$ cat config.mk
export PLATFORM = sky130hd
export DESIGN_NAME = adcr_top
export DESIGN_NICKNAME = d
export VERILOG_FILES = /design/src/adcr_pkg.sv /design/src/adcr_result_mem.sv /design/src/adcr_top.sv
export SDC_FILE = /design/constraint.sdc
export NUM_CORES = 1
export LEC_CHECK = 0
export ABC_AREA = 1
export BUFFER_PORTS_ARGS = -buffer_cell sky130_fd_sc_hd__buf_2
export CAP_MARGIN = 10
export CORE_ASPECT_RATIO = 1.5
export CORE_UTILIZATION = 54
export DETAILED_ROUTE_END_ITERATION = 10
export PLACE_DENSITY = 0.88
export SLEW_MARGIN = 10
export SYNTH_ARGS = -nofsm -noshare
export SYNTH_HDL_FRONTEND = slang
export SYNTH_HIERARCHICAL = 1
export SYNTH_SLANG_ARGS = --single-unit
$ cat constraint.sdc
create_clock -name core_clk -period 2.65 [get_ports core_clk]
set_input_delay 0.265 -clock core_clk [delete_from_list [all_inputs] [get_ports core_clk]]
set_output_delay 0.265 -clock core_clk [all_outputs]
set_load 0.005 [all_outputs]
$ cat src/adcr_pkg.sv
// Shared constants for the A/D converter control block.
// Assumes an APB slave with 32-bit data and one aligned word per register.
package adcr_pkg;
  localparam logic [11:0] ADCR_OFF_RES_LO = 12'h000;
  localparam logic [11:0] ADCR_OFF_RES_HI = 12'h004;
  localparam logic [11:0] ADCR_OFF_CTL_A = 12'h008;
  localparam logic [11:0] ADCR_OFF_CTL_B = 12'h00c;
  localparam logic [11:0] ADCR_OFF_PIN_EN = 12'h010;
  localparam logic [11:0] ADCR_OFF_STATUS = 12'h014;
  localparam logic [11:0] ADCR_OFF_IRQ_EN = 12'h018;
  // Field positions inside the first control register.
  localparam int ADCR_BIT_START = 7;
  localparam int ADCR_BIT_BUSY = 6;
  localparam int ADCR_BIT_EN = 5;
  localparam int ADCR_BIT_ALIGN = 4;
  localparam int ADCR_RES_W = 12;
  localparam int ADCR_DEF_CONV_CYC = 16;
  localparam logic [7:0] ADCR_RST_BYTE = 8'h00;
  localparam logic [2:0] ADCR_SRC_BANDGAP = 3'h1;
  localparam logic [1:0] ADCR_REF_SUPPLY = 2'h1;
  typedef enum logic [1:0] {
    ADCR_ST_IDLE = 2'b00,
    ADCR_ST_ARMED = 2'b01,
    ADCR_ST_CONV = 2'b11
  } adcr_state_t;
  typedef enum logic [1:0] {
    ADCR_SEL_EXT = 2'b00,
    ADCR_SEL_BG = 2'b01,
    ADCR_SEL_GND = 2'b10
  } adcr_src_t;
endpackage : adcr_pkg

$ cat src/adcr_result_mem.sv
// Two-byte result store for the A/D block, with registered read data.
// Assumes write and read requests are synchronous to the core clock.
`timescale 1ns/1ns
module adcr_result_mem #(
  parameter int WIDTH = 8
) (
  input wire logic core_clk,
  input wire logic sys_rst,
  input wire logic clk_en,
  input wire logic wr_en,
  input wire logic [WIDTH-1:0] wr_hi,
  input wire logic [WIDTH-1:0] wr_lo,
  input wire logic rd_sel_hi,
  output logic [WIDTH-1:0] rd_data
);
  logic [WIDTH-1:0] mem_reg [0:1];

  // Both bytes load together so software never sees a torn result.
  always_ff @(posedge core_clk or posedge sys_rst) begin
    if (sys_rst) begin
      mem_reg[0] <= '0;
      mem_reg[1] <= '0;
    end else if (clk_en && wr_en) begin
      mem_reg[0] <= wr_lo;
      mem_reg[1] <= wr_hi;
    end
  end

  // Read data is registered; it trails the select by one cycle.
  always_ff @(posedge core_clk or posedge sys_rst) begin
    if (sys_rst) begin
      rd_data <= '0;
    end else if (clk_en) begin
      rd_data <= rd_sel_hi ? mem_reg[1] : mem_reg[0];
    end
  end
endmodule : adcr_result_mem

$ cat src/adcr_top.sv
// Control registers, start sequencing and result formatting for a 12-bit A/D unit.
// Assumes an APB master on core_clk and an analog core that delivers its code
// on conv_data, valid at the tick where the internal conversion count runs out.
//
// Notes on behaviour
// - Result is twelve bits, from an external pin or the internal reference.
// - Align bit zero: high byte holds bits 11..4, low byte upper nibble 3..0.
// - Align bit one: high byte low nibble 11..8, low byte bits 7..0.
// - Result byte positions not holding data read as zero.
// - Converter disabled keeps result bytes unchanged and powers it down.
// - Writing start bit high then low begins a conversion.
// - Busy flag sets when conversion begins, clears at completion.
// - Enable bit five powers the converter; software sets it first.
// - Channel codes 0..7 pick analog inputs; top bit set selects none.
// - Source 000 and 101..111 external, 001 bandgap, 010..100 ground.
// - Reference code 01 uses supply; 00 and 1x use the reference pin.
// - Conversion clock is system clock divided by two to the code.
// - Pin enable makes pin analog, drops digital function and pull-high.
// - Completion sets an interrupt request flag, raised if enabled.
// - Pin enable overrides the port direction setting.
`timescale 1ns/1ns
module adcr_top
  import adcr_pkg::*;
#(
  parameter int CONV_CYCLES = adcr_pkg::ADCR_DEF_CONV_CYC
) (
  input wire logic core_clk,
  input wire logic sys_rst,
  input wire logic clk_en,
  input wire logic psel,
  input wire logic penable,
  input wire logic pwrite,
  input wire logic [11:0] paddr,
  input wire logic [31:0] pwdata,
  output logic [31:0] prdata,
  output logic pready,
  output logic pslverr,
  input wire logic [adcr_pkg::ADCR_RES_W-1:0] conv_data,
  output logic conv_power_on,
  output logic conv_sample,
  output logic conv_clk_tick,
  output logic [7:0] ext_input_route,
  output logic bandgap_route,
  output logic ground_route,
  output logic ref_from_supply,
  output logic [7:0] analog_pin_enable_bits,
  output logic [7:0] pin_digital_off,
  output logic conv_irq
);
  import adcr_pkg::*;

  initial begin
    if (CONV_CYCLES < 2 || CONV_CYCLES > 255) begin
      $error("CONV_CYCLES must be in 2..255");
    end
  end

  logic [7:0] ctl_a_reg;
  logic [7:0] conv_control_b;
  logic irq_flag_reg;
  logic irq_en_reg;
  logic start_seen_reg;
  adcr_state_t state_reg;
  logic [6:0] div_cnt_reg;
  logic [7:0] conv_cnt_reg;
  logic tick;
  logic done;
  logic wr_acc;
  logic rd_acc;
  logic rd_pending_reg;
  logic rd_res_reg;
  logic res_rd;
  logic [7:0] mem_rd;
  logic [11:0] res_code;
  logic [7:0] fmt_hi;
  logic [7:0] fmt_lo;
  logic [2:0] src_code;
  logic [3:0] chan_code;

  // Decodes the input source code into one of the three routes.
  function automatic adcr_src_t src_decode(input logic [2:0] code);
    if (code == ADCR_SRC_BANDGAP) begin
      src_decode = ADCR_SEL_BG;
    end else if (code >= 3'h2 && code <= 3'h4) begin
      src_decode = ADCR_SEL_GND;
    end else begin
      src_decode = ADCR_SEL_EXT;
    end
  endfunction : src_decode

  // Mask of divider bits that must all be one for a conversion clock edge.
  function automatic logic [6:0] div_mask(input logic [2:0] code);
    div_mask = 7'((8'h01 << code) - 8'h01);
  endfunction : div_mask

  // True for every offset that holds a register. Anything else answers with an
  // error so a stray pointer in software shows up instead of reading silence.
  function automatic logic addr_mapped(input logic [11:0] addr);
    if (addr == ADCR_OFF_RES_LO || addr == ADCR_OFF_RES_HI) begin
      addr_mapped = 1'b1;
    end else if (addr == ADCR_OFF_CTL_A || addr == ADCR_OFF_CTL_B) begin
      addr_mapped = 1'b1;
    end else if (addr == ADCR_OFF_PIN_EN || addr == ADCR_OFF_STATUS) begin
      addr_mapped = 1'b1;
    end else if (addr == ADCR_OFF_IRQ_EN) begin
      addr_mapped = 1'b1;
    end else begin
      addr_mapped = 1'b0;
    end
  endfunction : addr_mapped

  // True for the two result bytes, which are read through the result store.
  function automatic logic addr_result(input logic [11:0] addr);
    if (addr == ADCR_OFF_RES_LO || addr == ADCR_OFF_RES_HI) begin
      addr_result = 1'b1;
    end else begin
      addr_result = 1'b0;
    end
  endfunction : addr_result

  assign wr_acc = psel && penable && pwrite && pready;
  assign rd_acc = psel && !penable && !pwrite;
  assign res_rd = rd_acc && addr_result(paddr);
  assign src_code = conv_control_b[7:5];
  assign chan_code = ctl_a_reg[3:0];
  assign tick = (div_cnt_reg & div_mask(conv_control_b[2:0])) ==
                div_mask(conv_control_b[2:0]);
  assign done = (state_reg == ADCR_ST_CONV) && tick && (conv_cnt_reg == 8'h01);

  // Control register A; all eight written bits are stored, but busy reads back from the state.
  always_ff @(posedge core_clk or posedge sys_rst) begin
    if (sys_rst) begin
      ctl_a_reg <= ADCR_RST_BYTE;
    end else if (clk_en && wr_acc && paddr == ADCR_OFF_CTL_A) begin
      ctl_a_reg <= pwdata[7:0];
    end
  end

  // Control register B and pin enables.
  always_ff @(posedge core_clk or posedge sys_rst) begin
    if (sys_rst) begin
      conv_control_b <= ADCR_RST_BYTE;
      analog_pin_enable_bits <= ADCR_RST_BYTE;
      irq_en_reg <= 1'b0;
    end else if (clk_en && wr_acc) begin
      if (paddr == ADCR_OFF_CTL_B) begin
        conv_control_b <= pwdata[7:0];
      end else if (paddr == ADCR_OFF_PIN_EN) begin
        analog_pin_enable_bits <= pwdata[7:0];
      end else if (paddr == ADCR_OFF_IRQ_EN) begin
        irq_en_reg <= pwdata[0];
      end
    end
  end

  // Start sequencing: a high-to-low on the start bit while idle begins a run.
  // The armed state tracks a high start bit, so a later low write fires.
  always_ff @(posedge core_clk or posedge sys_rst) begin
    if (sys_rst) begin
      state_reg <= ADCR_ST_IDLE;
      conv_cnt_reg <= 8'h00;
      start_seen_reg <= 1'b0;
    end else if (clk_en) begin
      start_seen_reg <= ctl_a_reg[ADCR_BIT_START];
      case (state_reg)
        ADCR_ST_IDLE: begin
          if (ctl_a_reg[ADCR_BIT_START] && ctl_a_reg[ADCR_BIT_EN]) begin
            state_reg <= ADCR_ST_ARMED;
          end
        end
        ADCR_ST_ARMED: begin
          if (!ctl_a_reg[ADCR_BIT_EN]) begin
            state_reg <= ADCR_ST_IDLE;
          end else if (!ctl_a_reg[ADCR_BIT_START]) begin
            state_reg <= ADCR_ST_CONV;
            conv_cnt_reg <= 8'(CONV_CYCLES);
          end
        end
        ADCR_ST_CONV: begin
          // Start writes are not looked at here, so a run cannot restart.
          if (!ctl_a_reg[ADCR_BIT_EN]) begin
            state_reg <= ADCR_ST_IDLE;
          end else if (done) begin
            state_reg <= ADCR_ST_IDLE;
          end else if (tick) begin
            conv_cnt_reg <= conv_cnt_reg - 8'h01;
          end
        end
        default: begin
          state_reg <= ADCR_ST_IDLE;
        end
      endcase
    end
  end

  // Free divider; a conversion clock edge is when its low code bits are all one.
  always_ff @(posedge core_clk or posedge sys_rst) begin
    if (sys_rst) begin
      div_cnt_reg <= 7'h00;
    end else if (clk_en) begin
      if (ctl_a_reg[ADCR_BIT_EN]) begin
        div_cnt_reg <= div_cnt_reg + 7'h01;
      end else begin
        div_cnt_reg <= 7'h00;
      end
    end
  end

  // Interrupt request flag; set wins over a clear in the same cycle, so a
  // completion that races a software clear is never lost.
  always_ff @(posedge core_clk or posedge sys_rst) begin
    if (sys_rst) begin
      irq_flag_reg <= 1'b0;
    end else if (clk_en) begin
      if (done) begin
        irq_flag_reg <= 1'b1;
      end else if (wr_acc && paddr == ADCR_OFF_STATUS && pwdata[0]) begin
        irq_flag_reg <= 1'b0;
      end
    end
  end

  // Request output; the completion cycle is folded in so the request does not
  // trail the flag that causes it by a cycle.
  always_ff @(posedge core_clk or posedge sys_rst) begin
    if (sys_rst) begin
      conv_irq <= 1'b0;
    end else if (clk_en) begin
      conv_irq <= (irq_flag_reg || done) && irq_en_reg;
    end
  end

  // Formats the core's code for the chosen alignment; spare bits are zero.
  always_comb begin
    res_code = conv_data;
    if (ctl_a_reg[ADCR_BIT_ALIGN]) begin
      fmt_hi = {4'h0, res_code[11:8]};
      fmt_lo = res_code[7:0];
    end else begin
      fmt_hi = res_code[11:4];
      fmt_lo = {res_code[3:0], 4'h0};
    end
  end

  // Result bytes only load on a completed conversion, never while disabled.
  adcr_result_mem #(
    .WIDTH(8)
  ) u_res (
    .core_clk(core_clk),
    .sys_rst(sys_rst),
    .clk_en(clk_en),
    .wr_en(done && ctl_a_reg[ADCR_BIT_EN]),
    .wr_hi(fmt_hi),
    .wr_lo(fmt_lo),
    .rd_sel_hi(paddr == ADCR_OFF_RES_HI),
    .rd_data(mem_rd)
  );

  // The result store answers one cycle after setup, so a result read is marked
  // here and pready waits one access cycle for it; other registers need no wait.
  always_ff @(posedge core_clk or posedge sys_rst) begin
    if (sys_rst) begin
      rd_pending_reg <= 1'b0;
      rd_res_reg <= 1'b0;
    end else if (clk_en) begin
      rd_pending_reg <= psel && !penable;
      rd_res_reg <= res_rd;
    end
  end

  // APB answer: ready in the first access cycle, one cycle later for the result
  // bytes; unmapped addresses error.
  always_ff @(posedge core_clk or posedge sys_rst) begin
    if (sys_rst) begin
      pready <= 1'b0;
      pslverr <= 1'b0;
      prdata <= 32'h00000000;
    end else if (clk_en) begin
      pready <= (psel && !penable && !res_rd) || rd_res_reg;
      pslverr <= psel && !penable && !addr_mapped(paddr);
      prdata <= 32'h00000000;
      if (rd_res_reg) begin
        prdata <= {24'h000000, mem_rd};
      end else if (rd_acc) begin
        if (paddr == ADCR_OFF_CTL_A) begin
          prdata <= {24'h000000, ctl_a_reg[7], state_reg == ADCR_ST_CONV,
                     ctl_a_reg[5:0]};
        end else if (paddr == ADCR_OFF_CTL_B) begin
          prdata <= {24'h000000, conv_control_b};
        end else if (paddr == ADCR_OFF_PIN_EN) begin
          prdata <= {24'h000000, analog_pin_enable_bits};
        end else if (paddr == ADCR_OFF_STATUS) begin
          prdata <= {31'h00000000, irq_flag_reg};
        end else if (paddr == ADCR_OFF_IRQ_EN) begin
          prdata <= {31'h00000000, irq_en_reg};
        end
      end
    end
  end

  // Converter power, busy and tick outputs, registered so the analog side never
  // sees a decode glitch while the state machine moves.
  always_ff @(posedge core_clk or posedge sys_rst) begin
    if (sys_rst) begin
      conv_power_on <= 1'b0;
      conv_sample <= 1'b0;
      conv_clk_tick <= 1'b0;
    end else if (clk_en) begin
      conv_power_on <= ctl_a_reg[ADCR_BIT_EN];
      conv_sample <= state_reg == ADCR_ST_CONV;
      conv_clk_tick <= tick && state_reg == ADCR_ST_CONV;
    end
  end

  // Input routing, reference choice and pin override. At most one input is joined
  // at a time, so a pin is never shorted onto the bandgap or ground.
  always_ff @(posedge core_clk or posedge sys_rst) begin
    if (sys_rst) begin
      ext_input_route <= 8'h00;
      bandgap_route <= 1'b0;
      ground_route <= 1'b0;
      ref_from_supply <= 1'b0;
      pin_digital_off <= 8'h00;
    end else if (clk_en) begin
      ext_input_route <= 8'h00;
      if (src_decode(src_code) == ADCR_SEL_EXT && !chan_code[3]) begin
        ext_input_route <= 8'(8'h01 << chan_code[2:0]);
      end
      bandgap_route <= src_decode(src_code) == ADCR_SEL_BG;
      ground_route <= src_decode(src_code) == ADCR_SEL_GND;
      ref_from_supply <= conv_control_b[4:3] == ADCR_REF_SUPPLY;
      pin_digital_off <= analog_pin_enable_bits;
    end
  end

  // The previous start level is kept for debug visibility of the sequence.
  logic unused_ok;
  assign unused_ok = start_seen_reg ^ rd_pending_reg ^ rd_res_reg ^ (|mem_rd);
endmodule : adcr_top

* Word level (Yosys, flattened, before mapping) *
Cells that the tools add are included.

operators by class
  add/sub/neg operators = 3
  order comparisons = 2
  reduce and logical (&&, ||, !) cells = 41
  bitwise operators = 3
  mux-type cells = 35
  shift operators = 2
  equality and inequality tests = 22

operators with widths
  kind                 count
  $mux 8               14
  $eq 12x5->1 const B  3
  $eq 12x4->1 const B  2
  $logic_and 1x1->1    20
  $mux 2               8
  $pmux 8 s2           1
  $eq 12x3->1 const B  1
  $logic_not 12->1     1
  $ne 2x2->1 const B   6
  $mux 1               10
  $eq 8x1->1 const B   1
  $reduce_and 4->1     2
  $shl 1x3->8 const A  1
  $sub 8x1->8 const B  1
  $add 7x1->7 const B  1
  $and 7x7->7          1
  $eq 7x7->1           1
  $mux 7               1
  $reduce_and 7->1     1
  $shl 1x3->7 const A  1
  $sub 7x1->7 const B  1
  $eq 2x1->1 const B   3
  $ne 3x3->1 const B   2
  $pmux 2 s3           1
  11 further kinds     24

storage, ports and cells
  output and inout bits = 65
  flip-flop bits (word level) = 125

* Depth between registers and ports, before layout *
  word-level depth = 9
  gate-level depth with buffers = 10
  mapped depth without buffers = 10

* By module *
The synthesis kept the hierarchy.

modules (own cells, without submodules)
  module           instances  area an instance (um^2)  cells each  seq. area each (um^2)
  adcr_top         1          4337.9                   535         1901.8
  adcr_result_mem  1          1037.2                   121         600.6

* Worst setup path before layout *
Ideal clock, no wire load.

  path type = reg-to-reg
  from = register conv_cnt_reg[1]
  to = register u_res/mem_reg[10] in the netlist's numbering
  cell stages (with the launch flop) = 11
  clock period less this slack = 1582 ps
  data required time = 2530 ps
  setup time = 120 ps
  setup slack = 1068 ps
  buffers on the path = 1
  data arrival time = 1462 ps
  cells stage by stage = dfrtp_1 inv_1 ha_1 nand3_1 nor3_2 nand4_1 nor2_1 nand2_4 buf_6 nor2_1 a21oi_1

on the way
  longest elaborated chain between the ends = 4

ends and longest elaborated chain
  what                    RTL line               text
  start, declared         adcr_top.sv:65         logic [7:0] conv_cnt_reg;
  start signal, assigned  adcr_top.sv:176        conv_cnt_reg <= 8'(CONV_CYCLES);
  start signal, assigned  adcr_top.sv:186        conv_cnt_reg <= conv_cnt_reg - 8'h01;
  $eq 8x1->1              adcr_top.sv:128        assign done = (state_reg == ADCR_ST_CONV) && tick && (conv_cnt_reg == 8'h01);
  $logic_and 1x1->1       adcr_top.sv:128
  $logic_and 1x1->1       adcr_top.sv:252        .wr_en(done && ctl_a_reg[ADCR_BIT_EN]),
  $logic_and 1x1->1       adcr_result_mem.sv:23  end else if (clk_en && wr_en) begin
  end, declared           adcr_result_mem.sv:16  logic [WIDTH-1:0] mem_reg [0:1];

No other way between the ends.
A chain may end at the register's enable or synchronous reset.

* Worst setup path after layout *
  from = register state_reg[0]
  to = register u_res/mem_reg[5] in the netlist's numbering

on the way
  longest elaborated chain between the ends = 5

ends and longest elaborated chain
  what                             RTL line               text
  start, declared                  adcr_top.sv:63         adcr_state_t state_reg;
  start signal, assigned           adcr_top.sv:160        state_reg <= ADCR_ST_IDLE;
  start signal, assigned           adcr_top.sv:168        state_reg <= ADCR_ST_ARMED;
  start signal, assigned           adcr_top.sv:173        state_reg <= ADCR_ST_IDLE;
  $eq 2x2->1                       adcr_top.sv:128
  $logic_and 1x1->1 (2 in series)  adcr_top.sv:128
  $logic_and 1x1->1                adcr_top.sv:252
  $logic_and 1x1->1                adcr_result_mem.sv:23

No other way between the ends.

==> results.json <==
{
  "grt_max_degree": 77,
  "area_delta_synth_final_pct": 11.31,
  "initialDrtViolationCount": 346,
  "crit_arrival_ps": 2230,
  "rsz0062_at_grt": "false",
  "vias": 4521,
  "cts_buffers": 9,
  "final_nets": 792,
  "power_leakage_nw": 3.172,
  "critPathMaxFanout": 32,
  "die_x_um": 83.46,
  "finalClockSkew_ps": 6.220,
  "die_y_um": 124.2,
  "num_rows": 44,
  "yosysWarnings": 6,
  "max-clock-path-buffers": 2,
  "synth.yosys.seq_area_share": 0.4655,
  "largest_reg_flops": 16,
  "vias_per_cell": 5.338,
  "dp_hpwl_mm": 8.849,
  "tns_ps": 0,
  "hold_viol": 2,
  "overflow": 0,
  "h-tree-depth": 3,
  "synth_cells": 656,
  "yosysTopAreaCellShare": 0.4655,
  "ys_seq_elements": 100,
  "drt-total-wl_mm": 12.10,
  "dieArea_mm2": 0.01036,
  "ys_types": 40,
  "relSlewSlack": 0.4141,
  "maxCapViolations": 0,
  "synth_flop_cell": "dfrtp_1",
  "fin_crit_ps": 2010,
  "start_util": 0.5548,
  "drc_errors": 0,
  "post-cts-setup-buffer-count": 0,
  "ir_worst_vdd_mv": 0.3972,
  "required_ps": 2870,
  "hold_ws_ps": -6.103,
  "start_kind": "flop",
  "synth_common_cells": "nand2_1, dfrtp_1, inv_1",
  "grt_usage": 0.2451,
  "hold_class": "input pin to asynchronous set/reset pin",
  "synth-edff-count": 0,
  "synth-async-reset-ratio": 1.000,
  "coreArea_mm2": 0.009689,
  "post-route-period-util": 0.7585,
  "violations": "negative hold slack",
  "cts_tree": "yes",
  "layout-drive-gt1-share": 0.2268,
  "holdBufCountCts": 0,
  "boundaryPins": 127,
  "cts.clk_slew.worst_paths_ps": 60,
  "slew_violations": 0,
  "clockRootBuffer": "clkbuf_16",
  "synth.cell_area_mm2": 0.005375,
  "grt_pass1_vias": 4360,
  "io_buffers": 78,
  "gp_congestion": 0.9051,
  "worst-setup-path-type": "flop to flop",
  "status": "complete, but fails checks",
  "worstSkewPairLatency_ps": 340,
  "wire_per_inst_um": 14.29,
  "insertedDiodeCount": 0,
  "synthTopCellsByArea": "dfrtp_1, nand2_1, inv_1",
  "setup_viol": 0,
  "clock-sinks": 100,
  "antenna_found_initial": 0,
  "powerDensity_mw_per_mm2": 503.5,
  "crit_path_end_kind": "flop",
  "synth_most_common_cell": "nand2_1",
  "ant_nets": 0,
  "grt_pass1_wl_mm": 20.02,
  "synth_top_cell_by_area": "dfrtp_1",
  "dr.pass1.iters": 7,
  "max_freq_mhz": 497.5,
  "cts_resized": 0,
  "worstMarginPinSlew_ps": 877.8,
  "synth.avg_cell_area_um2": 8.194
}
-- final cells by class --
cell class / count / area [µm²]
fillers: 836 / 3706
flip-flops and latches: 100 / 2502
multi-input cells: 458 / 2331
repair buffers: 82 / 432.9
inverters: 76 / 285.3
clock buffers: 11 / 252.7
well taps: 115 / 143.9
clock inverters: 5 / 35.03
-- critical path: stages (launching register included) --
cell and delay (ps):
dfrtp_1 430, nand2_1 240, inv_1 230, nand4_1 240
nor2_1 270, nand2_4 230, nor2_1 190, a21oi_2 40
-- power by group --
part	switching [W]	internal, W	leakage, nW	total (W)
clock network	0.000561	0.000689	0.142	0.00125
logic	0.000139	0.0000629	1.78	0.000202
registers	0.0000128	0.00155	1.25	0.00156
-- path summary, 6_finish.rpt --
path                                                startpoint  slack [ps]                                     to  cells after the start
worst min-delay path                                   sys_rst          -6                  prdata[0]$_DFFE_PP0P_                      3
min in group core_clk                                pwdata[6]         210  analog_pin_enable_bits[6]$_DFFE_PP0P_                      3
max in group asynchronous                              sys_rst        2000           u_res/mem_reg[2]$_DFFE_PP0P_                      2
worst max-delay path                  state_reg[0]$_DFFE_PP0P_         640           u_res/mem_reg[5]$_DFFE_PP0P_                      7
worst min register to register  pin_digital_off[1]$_DFFE_PP0P_         470         pin_digital_off[1]$_DFFE_PP0P_                      2
worst max register to register        state_reg[0]$_DFFE_PP0P_         640           u_res/mem_reg[5]$_DFFE_PP0P_                      7
-- cells by family after synthesis --
group,Yosys count,share of synthesized area
compound gates,110,0.1311
xor+xnor,9,0.01467
fa+ha+maj,3,0.006984
buf+inv,121,0.1169
flops,100,0.4655
mux,4,0.008379
other cells,1,0.0006977
simple gates,308,0.2558
-- metal layers --
| layer | share of wire | GRT usage | up-vias | routed length [µm] |
|---|---|---|---|---|
| met4 | 0.039 | 0.1356 | 0 | 471 |
| met5 | 0 | 0 | - | 0 |
| met3 | 0.043 | 0.04440 | 40 | 520 |
| li1 | - | - | 2179 | - |
| met2 | 0.53 | 0.4334 | 151 | 6368 |
| met1 | 0.39 | 0.2831 | 2151 | 4744 |
-- stage by stage --
stage	cells	total power, W	utilization	instance area [µm²]	worst slack [ps]
after global routing	847	0.003124	0.6175	5983	474.3
after detailed placement	831	0.001791	0.5878	5695	712.9
after floorplan	679	0.001735	-	5461	446.7
after CTS	847	0.003031	0.6175	5983	691.9
final	847	0.003012	0.6175	5983	640.0
after global placement	831	0.001782	0.5878	5695	772.9
-- cell usage in the layout (no fill, tap or decap), types with 6 or more instances in the layout --
cell type / synthesis / routed
o21ai_0: 22 / 22
o21ai_1: 8 / 8
dfrtp_1: 100 / 100
nand2_2: 7 / 7
conb_1: 1 / 24
nor2_4: 6 / 6
inv_2: 5 / 6
a21oi_1: 37 / 37
nor2_1: 53 / 53
nand3_1: 37 / 37
nand3_2: 6 / 6
clkbuf_16: 0 / 9
nand4_1: 7 / 7
buf_2: 1 / 78
xor2_1: 9 / 9
a21oi_2: 7 / 7
nand2_1: 181 / 181
inv_1: 70 / 69
o21ai_2: 21 / 21
(Power assumes the default switching activity.)
